[src/verilog/ppm_cfg.svh]
`ifndef PPM_CFG_SVH
`define PPM_CFG_SVH

// Slot numbers of the process image
`define PPM_SLOT_KEYS_LO     3'h1
`define PPM_SLOT_KEYS_HI     3'h2
`define PPM_SLOT_INPUTS_LO   3'h3
`define PPM_SLOT_IO_HI       3'h4
`define PPM_SLOT_SAFETY      3'h5

// Input byte offsets within a slot
`define PPM_KEYS_LOW_BYTE0    3'h0
`define PPM_KEYS_LOW_BYTE1    3'h1
`define PPM_KEYS_HIGH_BYTE0   3'h0
`define PPM_KEYS_HIGH_BYTE1   3'h1
`define PPM_INPUTS_LOW_BYTE0  3'h0
`define PPM_INPUTS_LOW_BYTE1  3'h1
`define PPM_INPUTS_HIGH_BYTE0 3'h0
`define PPM_INPUTS_HIGH_BYTE1 3'h1
`define PPM_SAFETY_RESULT_BYTE 3'h0

// Output byte offsets within a slot
`define PPM_LAMPS_A_RED      3'h0
`define PPM_LAMPS_B_RED      3'h3
`define PPM_LAMPS_C_RED      3'h0
`define PPM_LAMPS_D_RED      3'h3
`define PPM_OUTPUTS_HIGH_BYTE0 3'h0
`define PPM_OUTPUTS_HIGH_BYTE1 3'h1
`define PPM_LAMP_SLOT_BYTES  3'h6
`define PPM_STD_SLOT_BYTES   3'h2

// Safety image size in bytes
`define PPM_SAFE_IN_BYTES    3'h5
`define PPM_SAFE_OUT_BYTES   3'h4

// Safety result bit positions
`define PPM_SAFE_STOP_A      0
`define PPM_SAFE_STOP_B      1
`define PPM_SAFE_SENSOR_A    4
`define PPM_SAFE_SENSOR_C    6

// Output image memory layout
`define PPM_IDX_LAMPS_SLOT1  4'h0
`define PPM_IDX_LAMPS_SLOT2  4'h6
`define PPM_IDX_OUTS_HI      4'hC
`define PPM_IMG_DEPTH        16

// Reset values
`define PPM_BYTE_RST         8'h00
`define PPM_WORD_RST         32'h0000_0000

// Stop channel discrepancy time
`define PPM_CLK_MHZ          200
`define PPM_DISC_TIME_US     500
`define PPM_DISC_CYCLES      (`PPM_DISC_TIME_US * `PPM_CLK_MHZ)

`endif

[src/verilog/ppm_pkg.sv]
package ppm_pkg;

	typedef enum logic [1:0] {
		PPM_PAIR_OFF    = 2'b00,
		PPM_PAIR_SINGLE = 2'b01,
		PPM_PAIR_DUAL   = 2'b10
	} ppm_pair_mode_t;

	typedef enum logic [1:0] {
		PPM_STOP_OPEN  = 2'b00,
		PPM_STOP_OK    = 2'b01,
		PPM_STOP_DISC  = 2'b10,
		PPM_STOP_FAULT = 2'b11
	} ppm_stop_state_t;

endpackage

[src/verilog/ppm_img_mem.sv]
`timescale 1ns/1ps
`include "ppm_cfg.svh"

module ppm_img_mem
(
	// Clock and reset
	input  wire logic         clock_in,
	input  wire logic         rst_b_in,
	// Write port
	input  wire logic         wr_en_in,
	input  wire logic [3:0]   wr_idx_in,
	input  wire logic [7:0]   wr_data_in,
	// Whole image, registered
	output logic      [127:0] image_out
);

	logic [7:0] mem_r [`PPM_IMG_DEPTH];

	genvar gi;
	generate
		for (gi = 0; gi < `PPM_IMG_DEPTH; gi++)
		begin : g_entry
			always_ff @(posedge clock_in or negedge rst_b_in)
			begin
				if (!rst_b_in)
					mem_r[gi] <= `PPM_BYTE_RST;
				else if (wr_en_in && (wr_idx_in == 4'(gi)))
					mem_r[gi] <= wr_data_in;
			end
			assign image_out[8*gi +: 8] = mem_r[gi];
		end
	endgenerate

endmodule

[src/verilog/ppm_top.sv]
`timescale 1ns/1ps
`include "ppm_cfg.svh"

module ppm_top
#(
	parameter int DISC_CYCLES = `PPM_DISC_CYCLES
)
(
	// Clock and reset
	input  wire logic        clock_in,
	input  wire logic        rst_b_in,
	// Panel keys and plain inputs
	input  wire logic [31:0] key_in,
	input  wire logic [31:0] plain_input_bit_in,
	input  wire logic [31:0] safe_claim_mask_in,
	// Fail-safe inputs
	input  wire logic        safety_input_zero_in,
	input  wire logic        safety_input_one_in,
	input  wire logic        safety_input_two_in,
	input  wire logic        safety_input_three_in,
	// Safety slot configuration
	input  wire logic        safe_cfg_valid_in,
	input  wire logic [1:0]  pair_a_mode_in,
	input  wire logic [1:0]  pair_b_mode_in,
	// Process image port from the controller
	input  wire logic        pi_wr_in,
	input  wire logic        pi_rd_in,
	input  wire logic [2:0]  pi_slot_in,
	input  wire logic [2:0]  pi_byte_in,
	input  wire logic [7:0]  pi_wdata_in,
	output logic      [7:0]  pi_rdata_out,
	output logic             pi_rvalid_out,
	output logic             pi_err_out,
	// LED drive
	output logic      [31:0] led_red_out,
	output logic      [31:0] led_green_out,
	output logic      [31:0] led_blue_out,
	// Digital outputs 16 to 31
	output logic      [15:0] plain_output_out,
	// Safety result byte
	output logic      [7:0]  safety_result_out
);

	localparam int CW = $clog2(DISC_CYCLES + 1);

	// Sampled input images
	logic [31:0] keys_r;
	logic [31:0] plain_r;
	logic [3:0]  safe_in_r;
	logic [7:0]  safe_result_r;
	logic [7:0]  safe_result_nxt;

	// Answer registers
	logic [7:0]  rdata_r;
	logic        rvalid_r;
	logic        err_r;
	logic [31:0] led_red_r;
	logic [31:0] led_green_r;
	logic [31:0] led_blue_r;
	logic [15:0] outs_r;

	// Standard images sampled on their own, blind to safety state
	always_ff @(posedge clock_in or negedge rst_b_in)
	begin
		if (!rst_b_in)
		begin
			keys_r    <= `PPM_WORD_RST;
			plain_r   <= `PPM_WORD_RST;
			safe_in_r <= 4'h0;
		end
		else
		begin
			keys_r    <= key_in;
			plain_r   <= plain_input_bit_in & ~safe_claim_mask_in;
			safe_in_r <= {safety_input_three_in, safety_input_two_in,
				safety_input_one_in, safety_input_zero_in};
		end
	end

	// Safety configuration decode
	wire ppm_pkg::ppm_pair_mode_t mode_a = ppm_pkg::ppm_pair_mode_t'(pair_a_mode_in);
	wire ppm_pkg::ppm_pair_mode_t mode_b = ppm_pkg::ppm_pair_mode_t'(pair_b_mode_in);
	wire a_single = (mode_a == ppm_pkg::PPM_PAIR_SINGLE);
	wire a_dual   = (mode_a == ppm_pkg::PPM_PAIR_DUAL);
	wire b_off    = (mode_b == ppm_pkg::PPM_PAIR_OFF);
	wire b_single = (mode_b == ppm_pkg::PPM_PAIR_SINGLE);
	wire b_dual   = (mode_b == ppm_pkg::PPM_PAIR_DUAL);

	// Only the documented pairings evaluate; anything else reads zero
	// Pair b in stop mode beside pair a single is not a legal pairing
	wire combo_ok = (a_single && b_off) || (a_dual && b_off) || (a_dual && b_dual) ||
		(a_dual && b_single) || (a_single && b_single);
	wire eval_on  = safe_cfg_valid_in && combo_ok;

	// Two emergency stop evaluators, one per channel pair
	logic [1:0] stop_ok;
	wire  [1:0] pair_dual = {b_dual, a_dual};

	genvar gp;
	generate
		for (gp = 0; gp < 2; gp++)
		begin : g_stop
			ppm_pkg::ppm_stop_state_t st_r;
			ppm_pkg::ppm_stop_state_t st_nxt;
			logic [CW-1:0] cnt_r;
			wire ch_a    = safe_in_r[2*gp];
			wire ch_b    = safe_in_r[2*gp+1];
			wire both_cl = ch_a && ch_b;
			wire both_op = !ch_a && !ch_b;
			wire active  = eval_on && pair_dual[gp];
			wire timeout = (cnt_r >= CW'(DISC_CYCLES - 1));

			// A channel mismatch that outlasts the window latches a fault
			// Sticky on purpose: a half-wired button must be opened fully
			always_comb
			begin
				st_nxt = st_r;
				case (st_r)
					ppm_pkg::PPM_STOP_OPEN:
					begin
						if (both_cl)
							st_nxt = ppm_pkg::PPM_STOP_OK;
						else if (!both_op)
							st_nxt = ppm_pkg::PPM_STOP_DISC;
					end
					ppm_pkg::PPM_STOP_OK:
					begin
						if (both_op)
							st_nxt = ppm_pkg::PPM_STOP_OPEN;
						else if (!both_cl)
							st_nxt = ppm_pkg::PPM_STOP_DISC;
					end
					ppm_pkg::PPM_STOP_DISC:
					begin
						if (both_op)
							st_nxt = ppm_pkg::PPM_STOP_OPEN;
						else if (both_cl)
							st_nxt = ppm_pkg::PPM_STOP_OK;
						else if (timeout)
							st_nxt = ppm_pkg::PPM_STOP_FAULT;
					end
					ppm_pkg::PPM_STOP_FAULT:
					begin
						// Needs both channels open before re-arming
						if (both_op)
							st_nxt = ppm_pkg::PPM_STOP_OPEN;
					end
					default:
						st_nxt = ppm_pkg::PPM_STOP_OPEN;
				endcase
			end

			always_ff @(posedge clock_in or negedge rst_b_in)
			begin
				if (!rst_b_in)
					st_r <= ppm_pkg::PPM_STOP_OPEN;
				else if (!active)
					st_r <= ppm_pkg::PPM_STOP_OPEN;
				else
					st_r <= st_nxt;
			end

			always_ff @(posedge clock_in or negedge rst_b_in)
			begin
				if (!rst_b_in)
					cnt_r <= '0;
				else if (active && (st_r == ppm_pkg::PPM_STOP_DISC) && !timeout)
					cnt_r <= cnt_r + CW'(1);
				else if (st_r != ppm_pkg::PPM_STOP_DISC)
					cnt_r <= '0;
			end

			// Pressed, mismatch or fault all read as zero
			assign stop_ok[gp] = active && (st_r == ppm_pkg::PPM_STOP_OK);
		end
	endgenerate

	// Result byte assembly per mode; unused bits stay zero
	wire       sens_a = eval_on && a_single;
	wire       sens_b = eval_on && b_single;
	wire [1:0] sens_a_bits = sens_a ? safe_in_r[1:0] : 2'h0;
	wire [1:0] sens_b_bits = sens_b ? safe_in_r[3:2] : 2'h0;

	always_comb
	begin
		safe_result_nxt = `PPM_BYTE_RST;
		safe_result_nxt[`PPM_SAFE_STOP_A] = stop_ok[0];
		safe_result_nxt[`PPM_SAFE_STOP_B] = stop_ok[1];
		safe_result_nxt[`PPM_SAFE_SENSOR_A +: 2] = sens_a_bits;
		safe_result_nxt[`PPM_SAFE_SENSOR_C +: 2] = sens_b_bits;
	end

	always_ff @(posedge clock_in or negedge rst_b_in)
	begin
		if (!rst_b_in)
			safe_result_r <= `PPM_BYTE_RST;
		else
			safe_result_r <= safe_result_nxt;
	end

	// Read decode of the input images
	wire sel_k_lo = (pi_slot_in == `PPM_SLOT_KEYS_LO);
	wire sel_k_hi = (pi_slot_in == `PPM_SLOT_KEYS_HI);
	wire sel_i_lo = (pi_slot_in == `PPM_SLOT_INPUTS_LO);
	wire sel_i_hi = (pi_slot_in == `PPM_SLOT_IO_HI);
	wire sel_safe = (pi_slot_in == `PPM_SLOT_SAFETY);
	wire std_byte = (pi_byte_in < `PPM_STD_SLOT_BYTES);
	wire hi_byte  = (pi_byte_in == `PPM_KEYS_LOW_BYTE1);

	wire [15:0] slot_word =
		sel_k_lo ? keys_r[15:0]  :
		sel_k_hi ? keys_r[31:16] :
		sel_i_lo ? plain_r[15:0] :
		sel_i_hi ? plain_r[31:16] :
		16'h0000;
	wire [7:0] std_rd = hi_byte ? slot_word[15:8] : slot_word[7:0];

	// Protocol bytes 1 to 4 belong to the safety layer and read zero here
	wire safe_rd_ok = sel_safe && (pi_byte_in < `PPM_SAFE_IN_BYTES);
	wire [7:0] safe_rd =
		(pi_byte_in == `PPM_SAFETY_RESULT_BYTE) ? safe_result_r : 8'h00;

	wire rd_std_ok = (sel_k_lo || sel_k_hi || sel_i_lo || sel_i_hi) && std_byte;
	wire rd_ok     = rd_std_ok || safe_rd_ok;
	wire [7:0] rd_data = rd_std_ok ? std_rd : (safe_rd_ok ? safe_rd : 8'h00);

	// Write decode into the output image
	wire wr_lamp1 = (pi_slot_in == `PPM_SLOT_KEYS_LO) && (pi_byte_in < `PPM_LAMP_SLOT_BYTES);
	wire wr_lamp2 = (pi_slot_in == `PPM_SLOT_KEYS_HI) && (pi_byte_in < `PPM_LAMP_SLOT_BYTES);
	wire wr_outs  = sel_i_hi && std_byte;
	wire wr_ok    = wr_lamp1 || wr_lamp2 || wr_outs;
	wire [3:0] wr_base =
		wr_lamp1 ? `PPM_IDX_LAMPS_SLOT1 :
		wr_lamp2 ? `PPM_IDX_LAMPS_SLOT2 :
		`PPM_IDX_OUTS_HI;
	wire [3:0] wr_idx = wr_base + {1'b0, pi_byte_in};
	wire [127:0] image;

	// Safety output bytes go to the safety layer, so a write there is refused
	ppm_img_mem u_img
	(
		.clock_in   (clock_in),
		.rst_b_in   (rst_b_in),
		.wr_en_in   (pi_wr_in && wr_ok),
		.wr_idx_in  (wr_idx),
		.wr_data_in (pi_wdata_in),
		.image_out  (image)
	);

	// A read that meets a write in one cycle is dropped, data stays zero
	wire rd_only = pi_rd_in && !pi_wr_in;

	// Read answer, one cycle after the strobe; write wins error reporting
	always_ff @(posedge clock_in or negedge rst_b_in)
	begin
		if (!rst_b_in)
		begin
			rdata_r  <= `PPM_BYTE_RST;
			rvalid_r <= 1'b0;
			err_r    <= 1'b0;
		end
		else
		begin
			rdata_r  <= rd_only ? rd_data : 8'h00;
			rvalid_r <= rd_only;
			err_r    <= pi_wr_in ? !wr_ok : (pi_rd_in && !rd_ok);
		end
	end

	// Per LED colour decode, LED index modulo 8 picks the bit
	// Decoded before the flops, so the pins never show a blanked pair
	logic [31:0] red_nxt;
	logic [31:0] green_nxt;
	logic [31:0] blue_nxt;

	genvar gl;
	generate
		for (gl = 0; gl < 32; gl++)
		begin : g_led
			localparam int BASE = (gl / 8) * 3;
			wire r = image[8*BASE + (gl % 8)];
			wire g = image[8*(BASE+1) + (gl % 8)];
			wire b = image[8*(BASE+2) + (gl % 8)];
			// Red+blue and green+blue have no colour of their own
			wire blank = b && (r ^ g);
			assign red_nxt[gl]   = r && !blank;
			assign green_nxt[gl] = g && !blank;
			assign blue_nxt[gl]  = b && !blank;
		end
	endgenerate

	always_ff @(posedge clock_in or negedge rst_b_in)
	begin
		if (!rst_b_in)
		begin
			led_red_r   <= `PPM_WORD_RST;
			led_green_r <= `PPM_WORD_RST;
			led_blue_r  <= `PPM_WORD_RST;
			outs_r      <= 16'h0000;
		end
		else
		begin
			led_red_r   <= red_nxt;
			led_green_r <= green_nxt;
			led_blue_r  <= blue_nxt;
			outs_r      <= image[8*`PPM_IDX_OUTS_HI +: 16];
		end
	end

	// Port drive; process data framing is the protocol stack's job
	assign pi_rdata_out      = rdata_r;
	assign pi_rvalid_out     = rvalid_r;
	assign pi_err_out        = err_r;
	assign led_red_out       = led_red_r;
	assign led_green_out     = led_green_r;
	assign led_blue_out      = led_blue_r;
	assign plain_output_out  = outs_r;
	assign safety_result_out = safe_result_r;

endmodule

[config.mk]
export PLATFORM = sky130hd
export DESIGN_NAME = ppm_top
export DESIGN_NICKNAME = d
export VERILOG_FILES = /design/src/verilog/ppm_pkg.sv /design/src/verilog/ppm_img_mem.sv /design/src/verilog/ppm_top.sv
export VERILOG_INCLUDE_DIRS = /design/src /design/src/verilog
export SDC_FILE = /design/constraint.sdc
export NUM_CORES = 1
export LEC_CHECK = 0
export BUFFER_PORTS_ARGS = -buffer_cell sky130_fd_sc_hd__buf_2
export CELL_PAD_IN_SITES_DETAIL_PLACEMENT = 1
export CELL_PAD_IN_SITES_GLOBAL_PLACEMENT = 2
export CORE_AREA = 2 2 196 198
export DETAILED_ROUTE_END_ITERATION = 7
export DIE_AREA = 0 0 198 200
export GPL_ROUTABILITY_DRIVEN = 0
export GPL_TIMING_DRIVEN = 1
export PLACE_DENSITY_LB_ADDON = 0.1
export SETUP_SLACK_MARGIN = 0.5
export SKIP_LAST_GASP = 1
export SYNTH_ARGS = -nofsm -noshare
export SYNTH_HDL_FRONTEND = slang
export SYNTH_SLANG_ARGS = --single-unit
[constraint.sdc]
create_clock -name clock_in -period 2.8 [get_ports clock_in]
set_input_delay 0.84 -clock clock_in [delete_from_list [all_inputs] [get_ports clock_in]]
set_output_delay 0.84 -clock clock_in [all_outputs]
set_load 0.01 [all_outputs]
==> results of run 1 <==
==> final cells by class <==
class                   instances  share of cell area
inverters                      79             0.01652
multi-input cells             626              0.2791
flip-flops and latches        346              0.4783
clock buffers                  56             0.06413
clock inverters                15            0.008086
well taps                     511             0.03531
repair buffers                333              0.1186
==> timing repair <==
| action | 4_1_cts | 5_1_grt |
|---|---|---|
| pin swaps | 27 | 30 |
| setup buffers | 10 | 7 |
| gates cloned | 2 | 0 |
| setup endpoints to repair | 132 | 142 |
| gates resized for setup | 53 | 43 |
==> cells in the final DEF (no fill, tap or decap), types with 9 or more instances in the layout <==
cell type / netlist / routed
sky130_fd_sc_hd__a21oi_1: 91 / 86
sky130_fd_sc_hd__and2_1: 40 / 39
sky130_fd_sc_hd__and3_1: 16 / 9
sky130_fd_sc_hd__buf_12: 0 / 16
sky130_fd_sc_hd__buf_2: 6 / 248
sky130_fd_sc_hd__buf_4: 2 / 52
sky130_fd_sc_hd__buf_6: 1 / 16
sky130_fd_sc_hd__clkbuf_16: 0 / 40
sky130_fd_sc_hd__clkbuf_8: 0 / 10
sky130_fd_sc_hd__clkinv_2: 0 / 9
sky130_fd_sc_hd__dfrtp_1: 346 / 345
sky130_fd_sc_hd__inv_1: 78 / 77
sky130_fd_sc_hd__mux2_2: 123 / 61
sky130_fd_sc_hd__mux2_4: 0 / 62
sky130_fd_sc_hd__mux2i_1: 18 / 18
sky130_fd_sc_hd__nand2_1: 56 / 55
sky130_fd_sc_hd__nand3_1: 23 / 21
sky130_fd_sc_hd__nor2_1: 17 / 16
sky130_fd_sc_hd__nor2b_1: 38 / 38
sky130_fd_sc_hd__nor3_1: 18 / 13
sky130_fd_sc_hd__o21ai_0: 27 / 19
sky130_fd_sc_hd__or3_1: 12 / 9
sky130_fd_sc_hd__xnor2_1: 34 / 33
==> critical path, delay by kind of cell <==
family	cells	cell delay (ps)
AND/OR/NAND/NOR	3	540
multiplexers	1	300
XOR/XNOR	1	300
adder cells (fa/ha/maj)	2	660
buffers and inverters	3	270
==> final timing paths <==
path | endpoint | slack (ps) | cells past startpoint
setup / recovery | u_img.image_out[94] | 280 | 10
hold / removal | led_green_out[12] | 240 | 1
setup reg to reg | g_stop[0].cnt_r[7] | 370 | 6
hold reg to reg | plain_output_out[5] | 370 | 0
max in group asynchronous | g_stop[0].cnt_r[11] | 1750 | 2
min in group clock_in | plain_output_out[5] | 370 | 0
==> layer usage <==
layer	routed length (um)	up-vias	global-route usage
li1	-	4407	-
met1	15550	4690	0.2367
met2	18180	216	0.3306
met3	1695	41	0.03881
met4	548	0	0.04344
met5	0	-	0
==> synthesized netlist by cell type, drive strengths merged (2+ instances only) <==
cell,count
a211o,7
a21boi,3
a21o,4
a21oi,91
a221o,4
a221oi,2
a222oi,2
a31oi,5
and2,40
and3,16
buf,11
clkbuf,24
dfrtp,346
ha,9
inv,79
mux2,123
mux2i,18
nand2,56
nand2b,5
nand3,23
nand4,6
nor2,17
nor2b,38
nor3,20
nor3b,4
nor4,6
nor4bb,2
o211ai,8
o21a,4
o21ai,28
o31ai,4
o32ai,2
or2,3
or3,12
or4,7
xnor2,34
xor2,3
==> sequential cells by signal, summed over array words and instances, names as in the netlist <==
name / flops
u_img.image_out: 112
g_stop.cnt_r: 34
keys_r: 32
led_blue_out: 32
led_green_out: 32
led_red_out: 32
plain_r: 32
plain_output_out: 16
pi_rdata_out: 8
safety_result_out: 6
g_stop.st_r: 4
safe_in_r: 4
pi_err_out: 1
pi_rvalid_out: 1
==> stage by stage <==
stage | instance area (sq um) | instances | hold WS [ps] | setup TNS [ps] | utilization
2_1_floorplan | 13950 | 1086 | 348.6 | -24050 | -
3_5_place_dp | 16270 | 1876 | 359.6 | -35060 | 0.4350
6_report | 18100 | 1966 | 243.5 | 0 | 0.4841
5_1_grt | 18100 | 1966 | 279.1 | 0 | 0.4841
4_1_cts | 17880 | 1959 | 267.4 | 0 | 0.4780
3_3_place_gp | 16270 | 1876 | 358.3 | -33360 | 0.4350
==> power by group through the flow <==
stage / sequential [mW] / combinational, mW / clock (mW)
finish: 6.12 / 1.88 / 5.12
global route: 6.21 / 2.10 / 5.48
CTS: 6.13 / 1.92 / 5.28
detailed placement: 6.21 / 1.84 / 0
global placement: 6.19 / 1.79 / 0
floorplan: 6.24 / 0.885 / 0
==> kinds of logic (layout without fill, tap and decap cells) <==
| kind of cell | count (synthesis) | in the layout |
|---|---|---|
| and+or+nand+nor | 261 | 261 |
| other | 1 | 2 |
| muxes | 141 | 141 |
| DFF | 346 | 346 |
| buffers and inverters | 114 | 483 |
| adders and majority gates | 10 | 10 |
| xor gates and xnor gates | 37 | 37 |
| AOI/OAI and AO/OA | 175 | 175 |
==> run summary, run 1 <==
The run finished with clean final reports. For this design, the slowest cell found on the critical path is sky130_fd_sc_hd__fa_2. The wire-length estimate of the detail-placed layout is roughly 26 mm. The proportion of synthesized area in mux cells came out at 0.1147. The share of the Yosys chip area taken by registers is 0.6343.

The first detailed-routing pass ran for 4 iterations. The combinational cell fraction of total power is 0.143. The clock transition at the registers of the reported paths is about 60 ps. TritonCTS built the clock tree. The clock root buffer master is sky130_fd_sc_hd__clkbuf_16. The detail route stage leaves a number of antenna-violating nets equal to 0.

The biggest area consumer among synthesized cells is sky130_fd_sc_hd__dfrtp_1. The category of the critical setup timing path is in2reg. The pin count of the biggest net entering global routing came out at 67. The total count of max-transition violations in the final report was 0. The clock tree buffer depth came out at 3. The area overhead of the layout relative to synthesis came out at 32.63%. The power density of the placed cells came out at 724.2 nW/um^2. The critical path goes through buf_6 > nand2b_4 > nor3_2 > ha_2 > inv_2 > fa_2 > xnor2_4 > and3_4 > buf_12 > mux2_4.

The antenna cell count is 0. The fraction of registers with async set/reset is 1.000. Each instance of the synthesized netlist takes up on average 12.58 sq um. The number of rows in the core area is 71. The net switching share of the total power is 0.2577.

The DRC violation count after routing came out at 0. The worst-case clock skew came out at roughly 17 ps. The global router's overall resource usage is 0.1872. The worst setup path is captured at a flip-flop.

Measured against its own limit, the worst slew margin works out to 0.4621. The detailed-route vias per instance is between 4 and 5. The path class of the lowest-slack min-delay path is in2async.

The total wire length came out at around 36 mm. The clock latency on the worst-skew pair is about 540 ps. Of the total synthesized cell area, the portion taken by AND, OR, NAND and NOR gates is 0.1068. After layout, the worst setup slack is roughly 280 ps.

The initial antenna violation count is 0. After synthesis, the cell types taking the most area are sky130_fd_sc_hd__dfrtp_1, sky130_fd_sc_hd__mux2_2, sky130_fd_sc_hd__a21oi_1. The share of final-layout standard cells stronger than drive strength 1 came out at 0.3986. The mapped netlist covers 13650 sq um. The synthesized-area fraction occupied by ao, oa, aoi and oai cells is 0.07754. The number of synthesized flops with an enable pin is 0.

The quantity of hold-fixing buffers added after cts is 0. The number of hold violations in the final report is 0. In the finished design, the share of the clock period the worst path needs comes to 0.8999.

In this run the static leakage power is roughly 9 nW. The relative contribution of the clock network to total power came out at 0.390. Yosys printed 0 warnings. In this run the horizontal extent of the chip is around 200 um. Counting the fill cells in the layout gives approximately 3900. The H-tree depth came out at 2. The share of the synthesized area in the top cell type is 0.6343. The detailed router placed 9354 vias in this run. The peak clock frequency supported by timing came out at around 400 MHz. The actual transition at the worst max-transition pin came out at slightly above 800 ps. Clock tree synthesis inserted a total of 39 buffers.

The die covers slightly below 40000 sq um. The share of total power dissipated in sequential elements is 0.466. The flip-flop and latch count after synthesis is 346. Setup repair after global routing could not meet its margin everywhere. The final layout contains between 1500 and 2000 nets. The power consumption came out at between 10 and 15 mW. Along the worst path, the maximum fanout reaches 8. The net switching power came out at 3.378 mW. The total core area came out at about 37000 sq um. The number of endpoints failing setup at the final stage is 0.

For this configuration, the core starts out at a cell density of 0.3650. The synthesized netlist cell count came out at 1085. The worst setup path is launched from an input port. After detailed routing, the average wire length per cell comes to between 15 and 20 um. The violation count after the first detailed-routing iteration came out at between 200 and 250. The count of max-cap constraint violations came out at 0. The most used flip-flop cell after synthesis is sky130_fd_sc_hd__dfrtp_1.

Prior to clock tree synthesis, the placed netlist has a worst setup slack of -395.2 ps. The post-synthesis cell type count is 62. At the worst endpoint, the arrival time is 2930 ps. Measured along the y axis, the die boundary spans roughly 200 um.

The aggregate global routing overflow came out at 0. The number of global-route vias before repair came to around 10000. The smallest clock period supported by the final layout is computed as around 2500 ps. The worst register-to-register path begins at g_stop[0].cnt_r[13]. By area, the combinational part of the netlist is dominated by multiplexers. The quantity of I/O buffers inserted on ports came out at 250. The multi-input logic area came out at 5052 sq um. The clock sink count is around 350.

The sequential standard cell area came out at a little under 9000 sq um. The adder-cell area share of the yosys netlist is 0.009716. The worst path required time is 3210 ps. The timing startpoint of the critical path is pi_slot_in[2]. The top-level I/O count is roughly 250. Cell internal power was estimated by the tool at 9.734 mW. On the worst path, the slowest cell contributes a delay of approximately 470 ps. The wire length of the first global-routing pass came out at about 57 mm. The area share of xor/xnor cells in the synthesized design is 0.02374.

The peak ir drop on the vdd network is 0.0004108 V.
Note: power is estimated with default switching activity, not from simulation.
==> inputs of run 2 (changes only) <==
--- a/config.mk
+++ b/config.mk
@@ -9,9 +9,9 @@
 export BUFFER_PORTS_ARGS = -buffer_cell sky130_fd_sc_hd__buf_2
 export CELL_PAD_IN_SITES_DETAIL_PLACEMENT = 1
 export CELL_PAD_IN_SITES_GLOBAL_PLACEMENT = 2
-export CORE_AREA = 2 2 196 198
+export CORE_AREA = 2 2 179 216
 export DETAILED_ROUTE_END_ITERATION = 7
-export DIE_AREA = 0 0 198 200
+export DIE_AREA = 0 0 181 218
 export GPL_ROUTABILITY_DRIVEN = 0
 export GPL_TIMING_DRIVEN = 1
 export PLACE_DENSITY_LB_ADDON = 0.1
==> run 2 against run 1 <==
  * Final area decreased by 0.20%
  * Worst hold slack got worse by 3.7 ps
  * Non-clock buffer count fell by 1
  * Clock-buffer cell count is 3 lower
  * Die area shrank 0.36%
  * Critical endpoint is now u_img.image_out[83]
  * Largest cell class unchanged
  * Highest routed layer is now met5
==> run summary, run 2 (synthesis results as in run 1) <==
The clock tree buffer depth is 3 (unchanged). The worst hold slack was 239.8 ps (-3.690 ps). The worst reg2reg path startpoint is g_stop[0].cnt_r[14].

The H-tree depth came out at 2 (unchanged). The setup path with the least slack is of type in2reg. The total negative setup slack came to 0 ps (unchanged). Leaving out fill and tap cells, the most frequent cell in the layout is sky130_fd_sc_hd__dfrtp_1.

The clock tree from TritonCTS is yes. The number of CTS-inserted buffers is 38 (-2.6%). Tracing the worst setup path back leads to its startpoint at pi_slot_in[2]. The worst path required time is 3220 ps (about the same). The final antenna-violating net count came to 0 (unchanged). The cell total after placement was 1842 (-1.8%). The number of detailed-route iterations in the first pass is 6 (+2). The clock latency on the worst-skew pair came out at 530 ps (about the same). The root buffer cell chosen for the clock tree is sky130_fd_sc_hd__clkbuf_16.

The worst endpoint data arrival time was 2900 ps (-30 ps). The final critical-path setup slack came out at 312.4 ps (+32.14 ps). The top-level I/O count is 253 (unchanged). The detailed-route vias per instance is 4.809 (+1.1%). The static leakage came out at 8.870 nW (about the same). The actual transition at the worst max-transition pin is 899.6 ps (+92.78 ps). The final critical-path required period came to 2488 ps (-32.14 ps). The worst-case clock skew came out at 12.50 ps (-4.899 ps). The internal reg-to-reg setup slack came out at 340 ps (-30 ps). The worst setup path is captured at a flip-flop. The number of rows in the core area came out at 78 (+9.9%). The quantity of I/O buffers inserted on ports is 250 (unchanged). The violation count after the first detailed-routing iteration is 298 (+21%).

The number of hold violations in the final report came to 0 (unchanged). The global router's overall resource usage came out at 0.1841 (-0.003081). The count of cells along the worst register-to-register path is 7 (+1).

The antenna cell count is 0 (unchanged). The area overhead of the layout relative to synthesis came out at 32.36%. The number of filler instances in the final layout is 3993 (+1.9%). The vertical die dimension was 218 um (+9.0%).

The power density of the placed cells was 714.4 nW/um^2 (-1.4%). The clock transition at the registers of the reported paths came to 60 ps (about the same). The die extent in x was 181 um (-8.6%). The end point of the critical path is u_img.image_out[83]. The number of endpoints failing setup at the final stage came out at 0 (unchanged). The top fanout value on the critical path is 8 (unchanged). The total wire length is 35.61 mm (-1.0%). The quantity of hold-fixing buffers added after cts is 0 (unchanged).

The initial antenna violation count is 1 (+1). The relative slew slack was 0.3990 (-0.06309). The flow ran to the end, and the final reports show no timing, DRC or antenna violations. The peak clock frequency supported by timing came out at 402.0 MHz (+1.3%). The peak ir drop on the vdd network was 0.0003771 V (-8.2%). The worst setup timing slack at the placement stage is -446.9 ps (-51.69 ps).

The number of flip-flops under the largest register name was 112 (unchanged). The average detailed-routed wire length per instance is 18.44 um (+0.79%). The library cells used most frequently in the layout, excluding fill and tap cells, are sky130_fd_sc_hd__dfrtp_1, sky130_fd_sc_hd__buf_2, sky130_fd_sc_hd__a21oi_1. The DRC violation count after routing came out at 0 (unchanged). The clock sink count is 346 (unchanged).

The total count of max-transition violations in the final report is 0 (unchanged). The number of global-route vias before repair is 10191 (-0.91%). The total core area is 37480 sq um (+0.20%).

The pin count of the biggest net entering global routing was 80 (+19%). The endpoint identified for the worst register-to-register timing path is g_stop[0].cnt_r[13]. The share of final-layout standard cells stronger than drive strength 1 was 0.3983 (about the same). The number of standard cells in the layout, taps in and fillers out came to 1931 (-1.8%). The wire length of the first global-routing pass is 56.93 mm (-0.83%). The post-route core utilization came to 0.4821 (-0.001954). The initial standard-cell utilization of the core is 0.3642 (-0.0007433). The number of nets in the final layout is 1556 (-0.13%).

The path class of the lowest-slack min-delay path is in2async. The aggregate global routing overflow is 0 (unchanged). The total half-perimeter wirelength after legalization and detailed placement came out at 25.42 mm (-0.46%). Setup repair after global routing could not meet its margin everywhere. The period utilization is 0.8884 (-0.01148). The element type at the critical path start is an input port. The count of max-cap constraint violations is 0 (unchanged).

The die area is 39460 sq um (-0.36%). The vias after detailed routing is 9286 (-0.73%).
run 2: changes by cell type in the layout (fill, tap and decap cells not counted), sizes merged:
cell | before | now
clkbuf | 56 | 53
clkinvlp | 1 | 3
buf | 333 | 332
bufinv | 2 | 1
inv | 80 | 79
run 2: layer usage:
| layer | global-route usage | vias up | wire [um] |
|---|---|---|---|
| met2 | 0.3342 | 227 | 18590 |
| met5 | 0 | - | 13 |
| met1 | 0.2231 | 4603 | 14610 |
| met4 | 0.05312 | 2 | 684 |
| met3 | 0.03424 | 48 | 1710 |
| li1 | - | 4406 | - |
run 2: area by class of cell:
cell class	instances	area [sq um]	share of cell area
Clock buffer	53	1119	0.06191
Clock inverter	15	133.9	0.007409
Inverter	79	299.0	0.01655
Multi-Input combinational cell	626	5084	0.2814
Sequential cell	346	8660	0.4793
Tap cell	480	600.6	0.03324
Timing Repair Buffer	332	2173	0.1203
run 2: timing repair:
action | 4_1_cts | 5_1_grt
pin swaps | 41 | 20
setup endpoints to repair | 133 | 141
buffers inserted | 16 | 4
gates resized for setup | 61 | 38
gates cloned | 1 | 0
run 2: metrics by stage:
stage / cell area (sq um) / total power [mW]
after floorplan: 13950 / 7.130
after global placement: 16270 / 7.956
after detailed placement: 16270 / 8.031
after CTS: 17870 / 13.13
after global routing: 18070 / 13.59
final: 18070 / 12.91
run 2: worst min path at each step:
stage	startpoint	endpoint	slack (ps)	cells past startpoint
2_1_floorplan	u_img.image_out[96]	plain_output_out[0]	350	0
3_3_place_gp	u_img.image_out[109]	plain_output_out[13]	350	0
3_5_place_dp	u_img.image_out[109]	plain_output_out[13]	360	0
4_1_cts	rst_b_in	led_red_out[11]	230	1
5_1_grt	rst_b_in	u_img.image_out[43]	230	1
6_report	rst_b_in	led_red_out[11]	240	1
run 2: worst max-delay path: stages:
cell                       delay (ps)
sky130_fd_sc_hd__buf_6             90
sky130_fd_sc_hd__nand2b_4         140
sky130_fd_sc_hd__nor3_4           220
sky130_fd_sc_hd__ha_4             160
sky130_fd_sc_hd__inv_2             30
sky130_fd_sc_hd__fa_2             420
sky130_fd_sc_hd__xnor2_4          280
sky130_fd_sc_hd__and3_4           250
sky130_fd_sc_hd__buf_12           140
sky130_fd_sc_hd__mux2_4           300
run 2: where the power goes:
part / internal [mW] / switching [mW]
Combinational: 0.977 / 0.899
Sequential: 5.68 / 0.420
Clock: 2.90 / 2.03
Total: 9.56 / 3.35
==> inputs of run 3 (changes only) <==
--- a/config.mk
+++ b/config.mk
@@ -6,12 +6,13 @@
 export SDC_FILE = /design/constraint.sdc
 export NUM_CORES = 1
 export LEC_CHECK = 0
+export ABC_AREA = 1
 export BUFFER_PORTS_ARGS = -buffer_cell sky130_fd_sc_hd__buf_2
 export CELL_PAD_IN_SITES_DETAIL_PLACEMENT = 1
 export CELL_PAD_IN_SITES_GLOBAL_PLACEMENT = 2
-export CORE_AREA = 2 2 179 216
+export CORE_AREA = 2 2 205 207
 export DETAILED_ROUTE_END_ITERATION = 7
-export DIE_AREA = 0 0 181 218
+export DIE_AREA = 0 0 207 209
 export GPL_ROUTABILITY_DRIVEN = 0
 export GPL_TIMING_DRIVEN = 1
 export PLACE_DENSITY_LB_ADDON = 0.1
==> constraint.sdc (replaced) <==
create_clock -name clock_in -period 2.7 [get_ports clock_in]
set_input_delay 0.81 -clock clock_in [delete_from_list [all_inputs] [get_ports clock_in]]
set_output_delay 0.81 -clock clock_in [all_outputs]
set_load 0.01 [all_outputs]
==> run 3 against run 2 <==
  * Sequential power increased by 8.5%
  * Setup slack better by 180 ps
  * Clock skew up 1.8 ps
  * Worst hold slack lost 62 ps
  * Sequential cell count unchanged
  * Cell count up 21%
  * Clock power up 11%
  * Synthesized cell count up 34%
  * Sequential share of layout area rose by 1.2 points
  * First-iteration DRC count grew 60%
  * Clock-buffer cell count increased by 3
  * Final area down 2.4%
  * Largest cell class unchanged
==> run summary, run 3 <==
The initial antenna violation count is 0 (-1). The peak ir drop on the vdd network was 0.0004141 V (+9.8%). The global router's overall resource usage came to 0.1861 (+0.002001).

The count of cells along the worst register-to-register path is 11 (+4). The fraction of registers with async set/reset came to 1.000 (unchanged). The top fanout value on the critical path is 8 (unchanged). The clock transition at the registers of the reported paths came to 60 ps (about the same). The mean cell area of the mapped netlist is 9.553 sq um (-24%).

The number of CTS-inserted buffers is 40 (+5.3%). The power density of the placed cells is 817.3 nW/um^2 (+14%). The period utilization is 0.8163. The antenna cell count is 0 (unchanged). The pin count of the biggest net entering global routing is 76 (-5.0%). The total core area is 41290 sq um (+10%). The clock tree buffer depth is 3 (unchanged). By instance count, the leading cell after synthesis is sky130_fd_sc_hd__nand2_1.

The violation count after the first detailed-routing iteration is 477 (+60%). The worst path required time came out at 3180 ps (-40 ps). The clock sink count is 346 (unchanged). The aggregate global routing overflow is 0 (unchanged).

The final critical-path setup slack is 496.0 ps (+183.6 ps). The total half-perimeter wirelength after legalization and detailed placement came out at 28.57 mm (+12%). The quantity of I/O buffers inserted on ports came out at 250 (unchanged). The routing layer with the top usage in global route is met2. The number of detailed-route iterations in the first pass is 4 (-2).

The dominant register cell in the synthesized netlist is sky130_fd_sc_hd__dfrtp_1. The vertical die dimension came out at 209 um (-4.1%). The number of synthesized flops with an enable pin came out at 0 (unchanged).

The flip-flop and latch count after synthesis came to 346 (unchanged). The worst setup timing slack at the placement stage is -93.62 ps (+353.3 ps). The die area came to 43260 sq um (+9.6%). The run finished with clean final reports. The tightest min-delay check is of the in2async type. The final antenna-violating net count came to 0 (unchanged). The final instance area came out at 17630 sq um (-2.4%). The top-level I/O count is 253 (unchanged).

The critical path is of the in2reg type. The met1 track demand over resource is 0.2434 (+0.02035). The total count of max-transition violations in the final report came out at 0 (unchanged).

Of all cell types, the one taking the most synthesized area is sky130_fd_sc_hd__dfrtp_1. The number of standard cells in the layout, taps in and fillers out came to 2337 (+21%). The fraction of the yosys area taken by sequential cells is 0.6246 (-0.009675). The category of the worst setup path capture point is a flip-flop. The instance area after placement is 16210 sq um (-0.39%). Setup repair after global routing could not meet its margin everywhere. The number of endpoints failing setup at the final stage is 0 (unchanged).

The clock tree from TritonCTS is yes. The smallest clock period supported by the final layout is computed as around 2200 ps. STA classifies the critical path startpoint as an input port.

The number of hold violations in the final report came out at 0 (unchanged). The average detailed-routed wire length per instance came out at 16.82 um (-8.8%). The met3 usage in global routing came out at 0.03036 (-0.003877). The static leakage is 8.897 nW (+0.30%). The worst endpoint data arrival time came out at 2690 ps (-210 ps). The detailed-route vias per instance is 4.658 (-3.1%). The number of global-route vias before repair is 11468 (+13%). Ranked by instance count, the synthesized netlist is headed by sky130_fd_sc_hd__nand2_1, sky130_fd_sc_hd__dfrtp_1, sky130_fd_sc_hd__inv_1. The met2 global-route usage came out at 0.3194 (-0.01481). The total wire length is 39.30 mm (+10%). The Yosys warning count is 0 (unchanged). The initial standard-cell utilization of the core is 0.3357 (-0.02852). In the layout the commonest cells are sky130_fd_sc_hd__nand2_1, sky130_fd_sc_hd__dfrtp_1, sky130_fd_sc_hd__buf_2.

The area growth from synthesis to layout is 27.16%. The worst hold slack is 177.6 ps (-62.23 ps). The cell total after placement was 2263 (+23%). The post-synthesis cell type count came to 38 (-39%).

The vias after detailed routing is 10885 (+17%). The mapped cell area came to 13860 sq um (+1.5%). The H-tree depth came out at 2 (unchanged). The die extent in x is 207 um (+14%).

The count of max-cap constraint violations came out at 0 (unchanged). The share of final-layout standard cells stronger than drive strength 1 came to 0.2314 (-0.1670). The peak clock frequency supported by timing is ~450 MHz.

The synthesized netlist cell count came out at 1451 (+34%). The number of flip-flops under the largest register name came out at 112 (unchanged). The clock latency on the worst-skew pair is 550 ps (+20 ps).

The clock root buffer master is sky130_fd_sc_hd__clkbuf_16. The post-route core utilization came out at 0.4269 (-0.05523). The wire length of the first global-routing pass is 63.64 mm (+12%). The number of nets in the final layout is 1905 (+22%). The worst-case clock skew is 14.28 ps (+1.783 ps). By area the synthesized netlist is led by sky130_fd_sc_hd__dfrtp_1, sky130_fd_sc_hd__nand2_1, sky130_fd_sc_hd__inv_1. Leaving out fill and tap cells, the most frequent cell in the layout is sky130_fd_sc_hd__nand2_1.

The number of rows in the core area came out at 75 (-3.8%). The DRC violation count after routing is 0 (unchanged). The share of the synthesized area in the top cell type is 0.6246 (-0.009675).
-- run 3: power by group --
part	leakage (nW)	internal (mW)	switching (mW)
logic	4.02	0.886	1.43
clock network	0.648	3.32	2.14
registers	4.23	6.15	0.471
-- run 3: timing repair --
item | CTS | global route
setup buffers | 0 | 6
pin swaps | 1 | 13
hold buffers | 0 | 0
endpoints found under the setup margin | 7 | 106
resized for setup | 1 | 21
cloned | 0 | 0
-- run 3: final cells by class --
class,instances,area [sq um]
fill,4790,23660
sequential,346,8658
multi-input combinational,893,4413
timing repair buffer,306,1859
clock buffer,56,1142
inverter,185,711.9
tap,539,674.4
clock inverter,12,167.7
-- run 3: path summary, 6_finish.rpt --
path,startpoint,to,slack (ps)
min in group clock_in,key_in[9],keys_r[9],360
worst max-delay path,pi_slot_in[2],u_img.image_out[95],500
worst min register to register,u_img.image_out[105],plain_output_out[9],380
worst max register to register,g_stop[0].cnt_r[0],g_stop[0].cnt_r[11],860
max in group asynchronous,rst_b_in,led_red_out[19],1750
worst min-delay path,rst_b_in,led_green_out[7],180
-- run 3: layer usage --
| layer | vias up | share of wire |
|---|---|---|
| met5 | - | 0 |
| met3 | 53 | 0.036 |
| met1 | 5400 | 0.44 |
| li1 | 5248 | - |
| met2 | 184 | 0.50 |
| met4 | 0 | 0.020 |
-- run 3: cell families after synthesis --
| family | Yosys count | synth area share |
|---|---|---|
| DFF | 346 | 0.6246 |
| adders and majority gates | 10 | 0.009568 |
| other | 1 | 0.0002705 |
| xor gates and xnor gates | 19 | 0.01200 |
| and+or+nand+nor | 629 | 0.2005 |
| AOI/OAI and AO/OA | 233 | 0.09026 |
| buffers and inverters | 213 | 0.06282 |
-- run 3: per-stage QoR --
stage                     setup TNS (ps)  power, mW
after detailed placement           -3099      9.069
after CTS                              0      14.65
after global routing                   0      15.22
final                                  0      14.41
after floorplan                        0      7.804
after global placement             -1113      8.985
-- run 3: worst max-delay path, stage by stage --
cell	delay (ps)
sky130_fd_sc_hd__buf_8	110
sky130_fd_sc_hd__clkinv_8	40
sky130_fd_sc_hd__nand2_4	40
sky130_fd_sc_hd__nor2_4	90
sky130_fd_sc_hd__nand2_2	60
sky130_fd_sc_hd__inv_2	70
sky130_fd_sc_hd__ha_4	120
sky130_fd_sc_hd__inv_2	30
sky130_fd_sc_hd__fa_2	540
sky130_fd_sc_hd__inv_2	50
sky130_fd_sc_hd__nor2_4	180
sky130_fd_sc_hd__clkinv_4	120
sky130_fd_sc_hd__nor2_4	250
sky130_fd_sc_hd__nand2_1	90
sky130_fd_sc_hd__nand2_1	80
